`config.mk`:
```
export PLATFORM = sky130hd
export DESIGN_NAME = usbed_descriptors
export DESIGN_NICKNAME = d
export VERILOG_FILES = /design/src/rtl/usbed_descriptors.v
export VERILOG_INCLUDE_DIRS = /design/src /design/src/rtl
export SDC_FILE = /design/constraint.sdc
export NUM_CORES = 1
export LEC_CHECK = 0
export BUFFER_PORTS_ARGS = -buffer_cell sky130_fd_sc_hd__buf_2
export CELL_PAD_IN_SITES_DETAIL_PLACEMENT = 0
export CELL_PAD_IN_SITES_GLOBAL_PLACEMENT = 1
export CORE_UTILIZATION = 54
export CTS_BUF_LIST = sky130_fd_sc_hd__clkbuf_8
export DETAILED_ROUTE_END_ITERATION = 8
export PLACE_DENSITY = 0.87
export SLEW_MARGIN = 10
export SYNTH_ARGS = -nofsm -noshare
export SYNTH_HDL_FRONTEND = slang
export SYNTH_SLANG_ARGS = --single-unit
```
`constraint.sdc`:
```
create_clock -name clk_sys -period 3.6 [get_ports clk_sys]
set_input_delay 1.08 -clock clk_sys [delete_from_list [all_inputs] [get_ports clk_sys]]
set_output_delay 1.08 -clock clk_sys [all_outputs]
set_load 0.05 [all_outputs]
```
`src/rtl/usbed_map.vh`:
```
// Purpose: offsets, field positions and reset values of the endpoint descriptor block
// Assumes: byte addresses on the function's memory-mapped register port
// Notes: definitions only
`ifndef USBED_MAP_VH
`define USBED_MAP_VH
`define USBED_OFF_IN3_PG0 8'hC4
`define USBED_OFF_IN3_PG1 8'hC8
`define USBED_OFF_IN3_SPR 8'hCC
`define USBED_OFF_IN4_CTL 8'hD0
`define USBED_OFF_IN4_PG0 8'hD4
`define USBED_OFF_IN4_PG1 8'hD8
`define USBED_OFF_IN4_SPR 8'hDC
`define USBED_OFF_CTL_PIO 8'hE0
`define USBED_OFF_OUT_PIO 8'hE4
`define USBED_OFF_IN_PIO 8'hE8
`define USBED_RST_WORD 32'h00000000
`define USBED_B_TERR 0
`define USBED_B_BABL 1
`define USBED_B_SHRT 2
`define USBED_B_ACT 3
`define USBED_B_CAT 4
`define USBED_B_IOC 5
`define USBED_B_IDX 6
`define USBED_B_ASYNC 7
`define USBED_B_TOG 8
`define USBED_C_TOG 31
`define USBED_C_IOC 15
`define USBED_C_SETUP 12
`define USBED_C_DIR 11
`define USBED_C_DMA1 3
`define USBED_C_CNT_LSB 16
`define USBED_C_CNT_MSB 28
`define USBED_C_CNT_MAX 13'h1000
`define USBED_MASK_BULK_PIO 32'hFFFF01FF
`define USBED_MASK_CTL 32'h9FFF880F
`endif

```
`src/rtl/usbed_descriptors.v`:
```
// Purpose: transfer descriptor registers for bulk IN sets 3 and 4 and the PIO descriptors
// Assumes: simple register port on clk_sys; controller engine reports events as pulses
// Notes: events from the engine win over software writes in the same cycle
//
// Overview of operation
// - start address is 20-bit selected page joined with 12-bit current offset
// - bulk transfer starts with DATA0 or DATA1 as initial toggle field says; in3_pid_data1 always gives DATA0 here
// - bulk OUT auto sync copies final toggle into next valid descriptor
// - buffer pointer index picks page 0 or page 1; in3 address always uses page 0 here
// - interrupt-on-complete raises interrupt on completion, babble or short packet
// - concatenate chains next descriptor, taking only its page data
// - descriptor processed only while its activate bit is one
// - short and babble flags set on detection; read-only in bulk IN
// - transaction error flag set on any error, never interrupts alone
// - DMA descriptors writable only when fake attach or host attached
// - PIO descriptors writable when fake attach, attached or PIO enable
// - control byte count lies in bits 28 to 16, at most 4096
// - control transfer starts with DATA0 or DATA1 per bit 31
// - control interrupt on data or setup completion, short or babble
// - new setup packet sets write-one-to-clear flag, data in next two words
// - control direction bit: 0 host out, 1 host in
// - control bit marks endpoint for the DMA engine first
// - device flags short and babble in host OUT control transfers
// - scratch field read-write in DMA descriptors, read-only in PIO ones
`timescale 1ns/1ps
`include "usbed_map.vh"
module usbed_descriptors (
    input wire clk_sys, // 25 MHz system clock
    input wire rst_b, // async reset, active low
    input wire reg_wr, // register write strobe
    input wire reg_rd, // register read strobe
    input wire [7:0] reg_addr, // byte address
    input wire [31:0] reg_wdata, // write data
    input wire [3:0] reg_be, // byte enables
    output reg [31:0] reg_rdata, // read data, valid cycle after reg_rd
    input wire fake_attach, // fake attach enable control bit
    input wire host_attached, // function plugged to a host
    input wire pio_enable, // PIO enable control bit
    input wire [2:0] ev_sel, // descriptor targeted: 0 in3,1 in4,2 ctl,3 bulk out pio,4 in pio
    input wire ev_done, // transfer complete pulse
    input wire ev_short, // short packet pulse
    input wire ev_babble, // babble pulse
    input wire ev_error, // transaction error pulse
    input wire ev_setup, // new setup packet pulse
    input wire ev_final_tog, // final toggle at completion
    output reg irq, // one-cycle interrupt request
    output reg [31:0] in3_addr, // start buffer address bulk in 3
    output reg [31:0] in4_addr, // start buffer address bulk in 4
    output reg in3_pid_data1, // bulk in 3 starts with DATA1
    output reg in4_pid_data1, // bulk in 4 starts with DATA1
    output reg ctl_pid_data1, // control starts with DATA1
    output reg ctl_host_in, // control direction host in
    output reg ctl_dma_first, // endpoint for DMA engine first
    output reg [12:0] ctl_count, // control byte count, clipped at 4096
    output reg [3:0] desc_active // active: in4, ctl dma-first bit, bulk out pio, bulk in pio
);
    reg [31:0] in3_pg0, in3_pg1, in3_spr, in4_ctl, in4_pg0, in4_pg1, in4_spr;
    reg [31:0] ctl_pio, out_pio, in_pio;
    reg fa_s1, fa_s2, ha_s1, ha_s2, pe_s1, pe_s2;
    wire dma_wok = fa_s2 | ha_s2;
    wire pio_wok = fa_s2 | ha_s2 | pe_s2;
    wire [31:0] bem = {{8{reg_be[3]}}, {8{reg_be[2]}}, {8{reg_be[1]}}, {8{reg_be[0]}}};
    wire wr_dma = reg_wr & dma_wok;
    wire wr_pio = reg_wr & pio_wok;
    wire ev_any = ev_done | ev_short | ev_babble;
    wire ev_in3 = (ev_sel == 3'h0);
    wire ev_in4 = (ev_sel == 3'h1);
    wire ev_ctl = (ev_sel == 3'h2);
    wire ev_out = (ev_sel == 3'h3);
    wire ev_inp = (ev_sel == 3'h4);
    // bulk in descriptors keep status bits 2:1 read-only
    wire [31:0] in_wmask = bem & 32'hFFFFFFF9;
    wire [31:0] pio_wmask = bem & `USBED_MASK_BULK_PIO;
    // bulk in pio descriptor: scratch and status bits 2:1 both read-only
    wire [31:0] inp_wmask = pio_wmask & in_wmask;
    wire [31:0] ctl_wmask = bem & `USBED_MASK_CTL & ~(32'h1 << `USBED_C_SETUP);
    reg [31:0] next_in4_ctl, next_ctl_pio, next_out_pio, next_in_pio;
    reg next_irq;

    always @(posedge clk_sys or negedge rst_b) begin
        if (!rst_b) begin
            fa_s1 <= 1'b0;
            fa_s2 <= 1'b0;
            ha_s1 <= 1'b0;
            ha_s2 <= 1'b0;
            pe_s1 <= 1'b0;
            pe_s2 <= 1'b0;
        end else begin
            fa_s1 <= fake_attach;
            fa_s2 <= fa_s1;
            ha_s1 <= host_attached;
            ha_s2 <= ha_s1;
            pe_s1 <= pio_enable;
            pe_s2 <= pe_s1;
        end
    end

    always @* begin
        next_in4_ctl = in4_ctl;
        next_ctl_pio = ctl_pio;
        next_out_pio = out_pio;
        next_in_pio = in_pio;
        next_irq = 1'b0;
        if (wr_dma && reg_addr == `USBED_OFF_IN4_CTL) begin
            next_in4_ctl = (in4_ctl & ~in_wmask) | (reg_wdata & in_wmask);
        end
        if (wr_pio && reg_addr == `USBED_OFF_CTL_PIO) begin
            next_ctl_pio = (ctl_pio & ~ctl_wmask) | (reg_wdata & ctl_wmask);
            if (reg_be[1] && reg_wdata[`USBED_C_SETUP]) begin
                next_ctl_pio[`USBED_C_SETUP] = 1'b0;
            end
        end
        if (wr_pio && reg_addr == `USBED_OFF_OUT_PIO) begin
            next_out_pio = (out_pio & ~pio_wmask) | (reg_wdata & pio_wmask);
        end
        if (wr_pio && reg_addr == `USBED_OFF_IN_PIO) begin
            next_in_pio = (in_pio & ~inp_wmask) | (reg_wdata & inp_wmask);
        end
        // hardware events, applied after writes so a set beats a clear
        if (ev_in4 && in4_ctl[`USBED_B_ACT]) begin
            if (ev_short) next_in4_ctl[`USBED_B_SHRT] = 1'b1;
            if (ev_babble) next_in4_ctl[`USBED_B_BABL] = 1'b1;
            if (ev_error | ev_babble) next_in4_ctl[`USBED_B_TERR] = 1'b1;
            if (ev_any && in4_ctl[`USBED_B_IOC]) next_irq = 1'b1;
            if (ev_done && !in4_ctl[`USBED_B_CAT]) next_in4_ctl[`USBED_B_ACT] = 1'b0;
        end
        if (ev_in3 && ev_done && in4_ctl[`USBED_B_ACT]) begin
            // chained: in4 keeps only its page words, so a chain bit in3 needs nothing more
        end
        if (ev_ctl) begin
            if (ev_setup) begin
                next_ctl_pio[`USBED_C_SETUP] = 1'b1;
                if (ctl_pio[`USBED_C_IOC]) next_irq = 1'b1;
            end
            if (ev_short && !ctl_pio[`USBED_C_DIR]) next_ctl_pio[`USBED_B_SHRT] = 1'b1;
            if (ev_babble && !ctl_pio[`USBED_C_DIR]) next_ctl_pio[`USBED_B_BABL] = 1'b1;
            if (ev_error | ev_babble) next_ctl_pio[`USBED_B_TERR] = 1'b1;
            if (ev_any && ctl_pio[`USBED_C_IOC]) next_irq = 1'b1;
        end
        if (ev_out && out_pio[`USBED_B_ACT]) begin
            if (ev_short) next_out_pio[`USBED_B_SHRT] = 1'b1;
            if (ev_babble) next_out_pio[`USBED_B_BABL] = 1'b1;
            if (ev_error | ev_babble) next_out_pio[`USBED_B_TERR] = 1'b1;
            if (ev_any && out_pio[`USBED_B_IOC]) next_irq = 1'b1;
            if (ev_done) begin
                next_out_pio[`USBED_B_ACT] = out_pio[`USBED_B_CAT];
                if (out_pio[`USBED_B_ASYNC] && in_pio[`USBED_B_ACT]) begin
                    next_in_pio[`USBED_B_TOG] = ev_final_tog;
                end
            end
        end
        if (ev_inp && in_pio[`USBED_B_ACT]) begin
            if (ev_short) next_in_pio[`USBED_B_SHRT] = 1'b1;
            if (ev_babble) next_in_pio[`USBED_B_BABL] = 1'b1;
            if (ev_error | ev_babble) next_in_pio[`USBED_B_TERR] = 1'b1;
            if (ev_any && in_pio[`USBED_B_IOC]) next_irq = 1'b1;
            if (ev_done) next_in_pio[`USBED_B_ACT] = in_pio[`USBED_B_CAT];
        end
    end

    always @(posedge clk_sys or negedge rst_b) begin
        if (!rst_b) begin
            in3_pg0 <= `USBED_RST_WORD;
            in3_pg1 <= `USBED_RST_WORD;
            in3_spr <= `USBED_RST_WORD;
            in4_ctl <= `USBED_RST_WORD;
            in4_pg0 <= `USBED_RST_WORD;
            in4_pg1 <= `USBED_RST_WORD;
            in4_spr <= `USBED_RST_WORD;
            ctl_pio <= `USBED_RST_WORD;
            out_pio <= `USBED_RST_WORD;
            in_pio <= `USBED_RST_WORD;
            irq <= 1'b0;
        end else begin
            if (wr_dma && reg_addr == `USBED_OFF_IN3_PG0) begin
                in3_pg0 <= (in3_pg0 & ~bem) | (reg_wdata & bem);
            end
            if (wr_dma && reg_addr == `USBED_OFF_IN3_PG1) begin
                in3_pg1 <= (in3_pg1 & ~(bem & 32'hFFFFF000)) | (reg_wdata & bem & 32'hFFFFF000);
            end
            if (wr_dma && reg_addr == `USBED_OFF_IN3_SPR) begin
                in3_spr <= (in3_spr & ~bem) | (reg_wdata & bem);
            end
            if (wr_dma && reg_addr == `USBED_OFF_IN4_PG0) begin
                in4_pg0 <= (in4_pg0 & ~bem) | (reg_wdata & bem);
            end
            if (wr_dma && reg_addr == `USBED_OFF_IN4_PG1) begin
                in4_pg1 <= (in4_pg1 & ~(bem & 32'hFFFFF000)) | (reg_wdata & bem & 32'hFFFFF000);
            end
            if (wr_dma && reg_addr == `USBED_OFF_IN4_SPR) begin
                in4_spr <= (in4_spr & ~bem) | (reg_wdata & bem);
            end
            in4_ctl <= next_in4_ctl;
            ctl_pio <= next_ctl_pio;
            out_pio <= next_out_pio;
            in_pio <= next_in_pio;
            irq <= next_irq;
        end
    end

    // read port and derived outputs
    always @(posedge clk_sys or negedge rst_b) begin
        if (!rst_b) begin
            reg_rdata <= 32'h00000000;
            in3_addr <= 32'h00000000;
            in4_addr <= 32'h00000000;
            in3_pid_data1 <= 1'b0;
            in4_pid_data1 <= 1'b0;
            ctl_pid_data1 <= 1'b0;
            ctl_host_in <= 1'b0;
            ctl_dma_first <= 1'b0;
            ctl_count <= 13'h0000;
            desc_active <= 4'h0;
        end else begin
            if (reg_rd) begin
                case (reg_addr)
                    `USBED_OFF_IN3_PG0: reg_rdata <= in3_pg0;
                    `USBED_OFF_IN3_PG1: reg_rdata <= in3_pg1;
                    `USBED_OFF_IN3_SPR: reg_rdata <= in3_spr;
                    `USBED_OFF_IN4_CTL: reg_rdata <= in4_ctl;
                    `USBED_OFF_IN4_PG0: reg_rdata <= in4_pg0;
                    `USBED_OFF_IN4_PG1: reg_rdata <= in4_pg1;
                    `USBED_OFF_IN4_SPR: reg_rdata <= in4_spr;
                    `USBED_OFF_CTL_PIO: reg_rdata <= ctl_pio;
                    `USBED_OFF_OUT_PIO: reg_rdata <= out_pio;
                    `USBED_OFF_IN_PIO: reg_rdata <= in_pio;
                    default: reg_rdata <= 32'h00000000;
                endcase
            end
            // in3 control word lies outside this block; page 0 used for its address
            in3_addr <= in3_pg0;
            in4_addr <= {(in4_ctl[`USBED_B_IDX] ? in4_pg1[31:12] : in4_pg0[31:12]),
                         in4_pg0[11:0]};
            in3_pid_data1 <= 1'b0;
            in4_pid_data1 <= in4_ctl[`USBED_B_TOG];
            ctl_pid_data1 <= ctl_pio[`USBED_C_TOG];
            ctl_host_in <= ctl_pio[`USBED_C_DIR];
            ctl_dma_first <= ctl_pio[`USBED_C_DMA1];
            ctl_count <= (ctl_pio[`USBED_C_CNT_MSB:`USBED_C_CNT_LSB] > `USBED_C_CNT_MAX) ?
                         `USBED_C_CNT_MAX : ctl_pio[`USBED_C_CNT_MSB:`USBED_C_CNT_LSB];
            desc_active <= {in_pio[`USBED_B_ACT], out_pio[`USBED_B_ACT],
                            ctl_pio[`USBED_C_DMA1], in4_ctl[`USBED_B_ACT]};
        end
    end
endmodule

```
==> metrics.md <==
| Metric | Value |
|---|---|
| CTS Buffer Depth | 3 |
| Slew headroom | 49.1% |
| Peak fanout along the critical path | 17 |
| Clock share of power | 41.7% |
| Mean area per synthesized cell | 13.7 um^2 |
| P_leak | 0.00992 uW |
| Comb pwr share | 6.6% |
| Number of global-route vias before repair | 11585 |
| Final Power | 8920 uW |
| PostCTS Resize Cnt | 0 |
| ANT nets after route | 0 |
| Synthesized instance count | 1208 |
| Post-Syn Nets | 1268 |
| DR vias/cell | 6.11 |
| Final WL | 45400 um |
| Synth top area share | 59.7% |
| Largest cells by area after synthesis | dfrtp_1, mux2_2, a22oi_1 |
| Largest net degree at the start of global routing | 80 |
| CP Data Arrival Time | 3.13 ns |
| Reg2reg start | ha_s2 |
| NetSw | 2200 uW |
| Setup tns final | 0 ns |
| Worst Setup End Kind | register |
| Reg2Reg Depth | 4 |
| Peak VDD IR | 0.338 mV |
| Dominant cell type by area after synthesis | dfrtp_1 |
| Worst hold path endpoint | pe_s2 |
| Routed len/inst | 24.2 um |
| Critical setup path kind | in2reg |
| Dpl hpwl | 30900 um |
| CTS H-tree depth | 2 |
| Crit share post-route | 73.7% |
| Final worst clock skew | 0.0307 ns |
| Worst slack, placed | 0.382 ns |
| I/O Buffers | 177 |
| Starting Density | 55.3% |
| Total track usage | 29.8% |
| HP Class | reg2reg |
| Yosys reg bits | 394 |
| Placement-stage cell area | 18200 um^2 |
| Global-route wire length before repair | 69800 um |
| Initial antenna violation count | 2 |
| Number of cells after detailed placement | 1764 |
| Mapped cell area | 16500 um^2 |
| Switching Share | 24.6% |
| Post-CTS Setup Repair Bufs | 0 |
| Crit path time final | 2.65 ns |
| Clk root buf | clkbuf_8 |
| Nets | 1496 |
| Required @ worst endpoint | 4.07 ns |
| Slew Viols, Final | 0 |
| Status | complete, no violations |
| Most used DFF post-synth | dfrtp_1 |
| Yosys cell types | 65 |
| Slew @ Worst Pin | 0.762 ns |
| Overflow after GRT | 0 |
| Area Growth Syn to Fin | 17.6% |
| Via count of the routed design | 11456 |
| Reg2reg setup slack | 1.53 ns |
| Placer Congestion | 0.896 |
| CP Launch Type | input pin |
| Post-synthesis async set-or-reset flop share | 100% |
| Max-Cap Viols | 0 |
| DIE AREA | 31300 um^2 |
| Pwr Density | 460 nW/um^2 |
| Hold Fails Final Rpt | 0 |
| Synth Warn # | 0 |
| Final Instance Count excl. Fillers | 1876 |
| Core Rows | 63 |
| Crit path launch | reg_addr[2] |
| Drt pass-1 iters | 7 |
| Sequential share of power | 51.7% |
| CTS buffer count | 60 |
| Remaining DRCs | 0 |
| Share of layout cells above drive strength 1 | 43.5% |
| Internal Pwr Total | 6720 uW |
| # hold bufs at CTS | 0 |
| RSZ-0062 raised after global routing | no |
| Total core area | 29900 um^2 |
| Final worst slack | 0.945 ns |
| Min-delay src | pe_s1 |
| Die height | 177 um |
| Post-synth EDFFs | 0 |
| Clock Sinks | 394 |
| Peak Freq | 377 MHz |
| Starting DRT DRC Count | 1143 |
| Final setup fails | 0 |
| Number of I/O pins | 179 |
| Die W | 177 um |
| CTS clk-pin slew, worst paths | 0.06 ns |
| CTS tree | built |
| Design area | 19400 um^2 |
| Hold depth | 0 |
| Seq/Total Area, Yosys | 59.7% |
| Worst-Skew Late Latency | 0.61 ns |
[through the flow]
stage / utilization, % / hold WS, ns
after global placement: 60.8 / 0.333
after CTS: 65.0 / 0.344
final: 65.0 / 0.344
after detailed placement: 60.8 / 0.335
after floorplan: - / 0.331
after global routing: 65.0 / 0.352
[worst max-delay path: stages]
cell and delay [ns]:
buf_2 0.31, or4b_1 0.65, nor3_4 0.51, nand2_4 0.22, mux2_4 0.34
[layout make-up]
cell class	instances	area [um^2]
antenna	2	5.00
sequential	394	9860
fill	2298	10500
tap	390	488
clock buffer	81	1110
inverter	10	37.5
clock inverter	29	130
timing repair buffer	244	1460
multi-input combinational	726	6320
[Yosys cell counts, types with 12 or more instances]
cell type and count:
o2bb2ai_1 22, mux2_1 12, nand3_1 36, mux2i_1 34, dfrtp_1 394, a22oi_1 47, buf_1 22, clkbuf_1 37
a221oi_1 15, nand2_1 59, nor2b_1 15, nor2_1 32, a22o_1 14, mux2_2 257, buf_2 16, o22ai_1 14
mux2_4 20, nor2_2 16, o21ai_0 24
[cell usage in the layout (no fill, tap or decap), drive strengths merged, types with 6 or more instances in the layout]
cell type  instances
nand2             63
a22oi             47
clkbuf            81
nor3              10
a221oi            15
o22ai             14
buf              244
dfrtp            394
a21oi              9
o221ai             8
inv               27
nor2              48
a22o              14
nor2b             15
mux2i             34
o2bb2ai           22
clkinv            11
nand3             36
a21o               6
o21ai             24
mux2             289
[power groups by stage]
stage	registers [uW]	logic, uW	clock network [uW]
3_5_place_dp	4690	587	0
4_1_cts	4610	588	3780
2_1_floorplan	4750	228	0
3_3_place_gp	4680	576	0
5_1_grt	4620	632	3970
6_report	4610	589	3720
[cells by family (layout without fill, tap and decap cells)]
family,after synthesis,in the layout,synth area share (%)
DFF,394,394,59.7
muxes,324,324,22.4
and+or+nand+nor,205,205,6.74
AOI/OAI and AO/OA,196,196,8.96
buffers and inverters,88,364,2.21
other,1,3,0.0227
[worst max path at each step]
stage / cells past startpoint / slack, ns / endpoint
after floorplan: 6 / 0.80 / register
after global placement: 5 / 0.43 / register
after detailed placement: 5 / 0.38 / register
after CTS: 5 / 1.0 / register
after global routing: 5 / 0.91 / register
final: 5 / 0.95 / register
[layer usage]
metal / global-route usage [%] / up-vias / wire (um)
li1: - / 4927 / -
met4: 10.9 / 0 / 1540
met5: 0 / - / 0
met3: 5.11 / 117 / 3490
met1: 43.6 / 5862 / 19700
met2: 45.0 / 550 / 20700
Note: power is estimated with default switching activity, not from simulation.
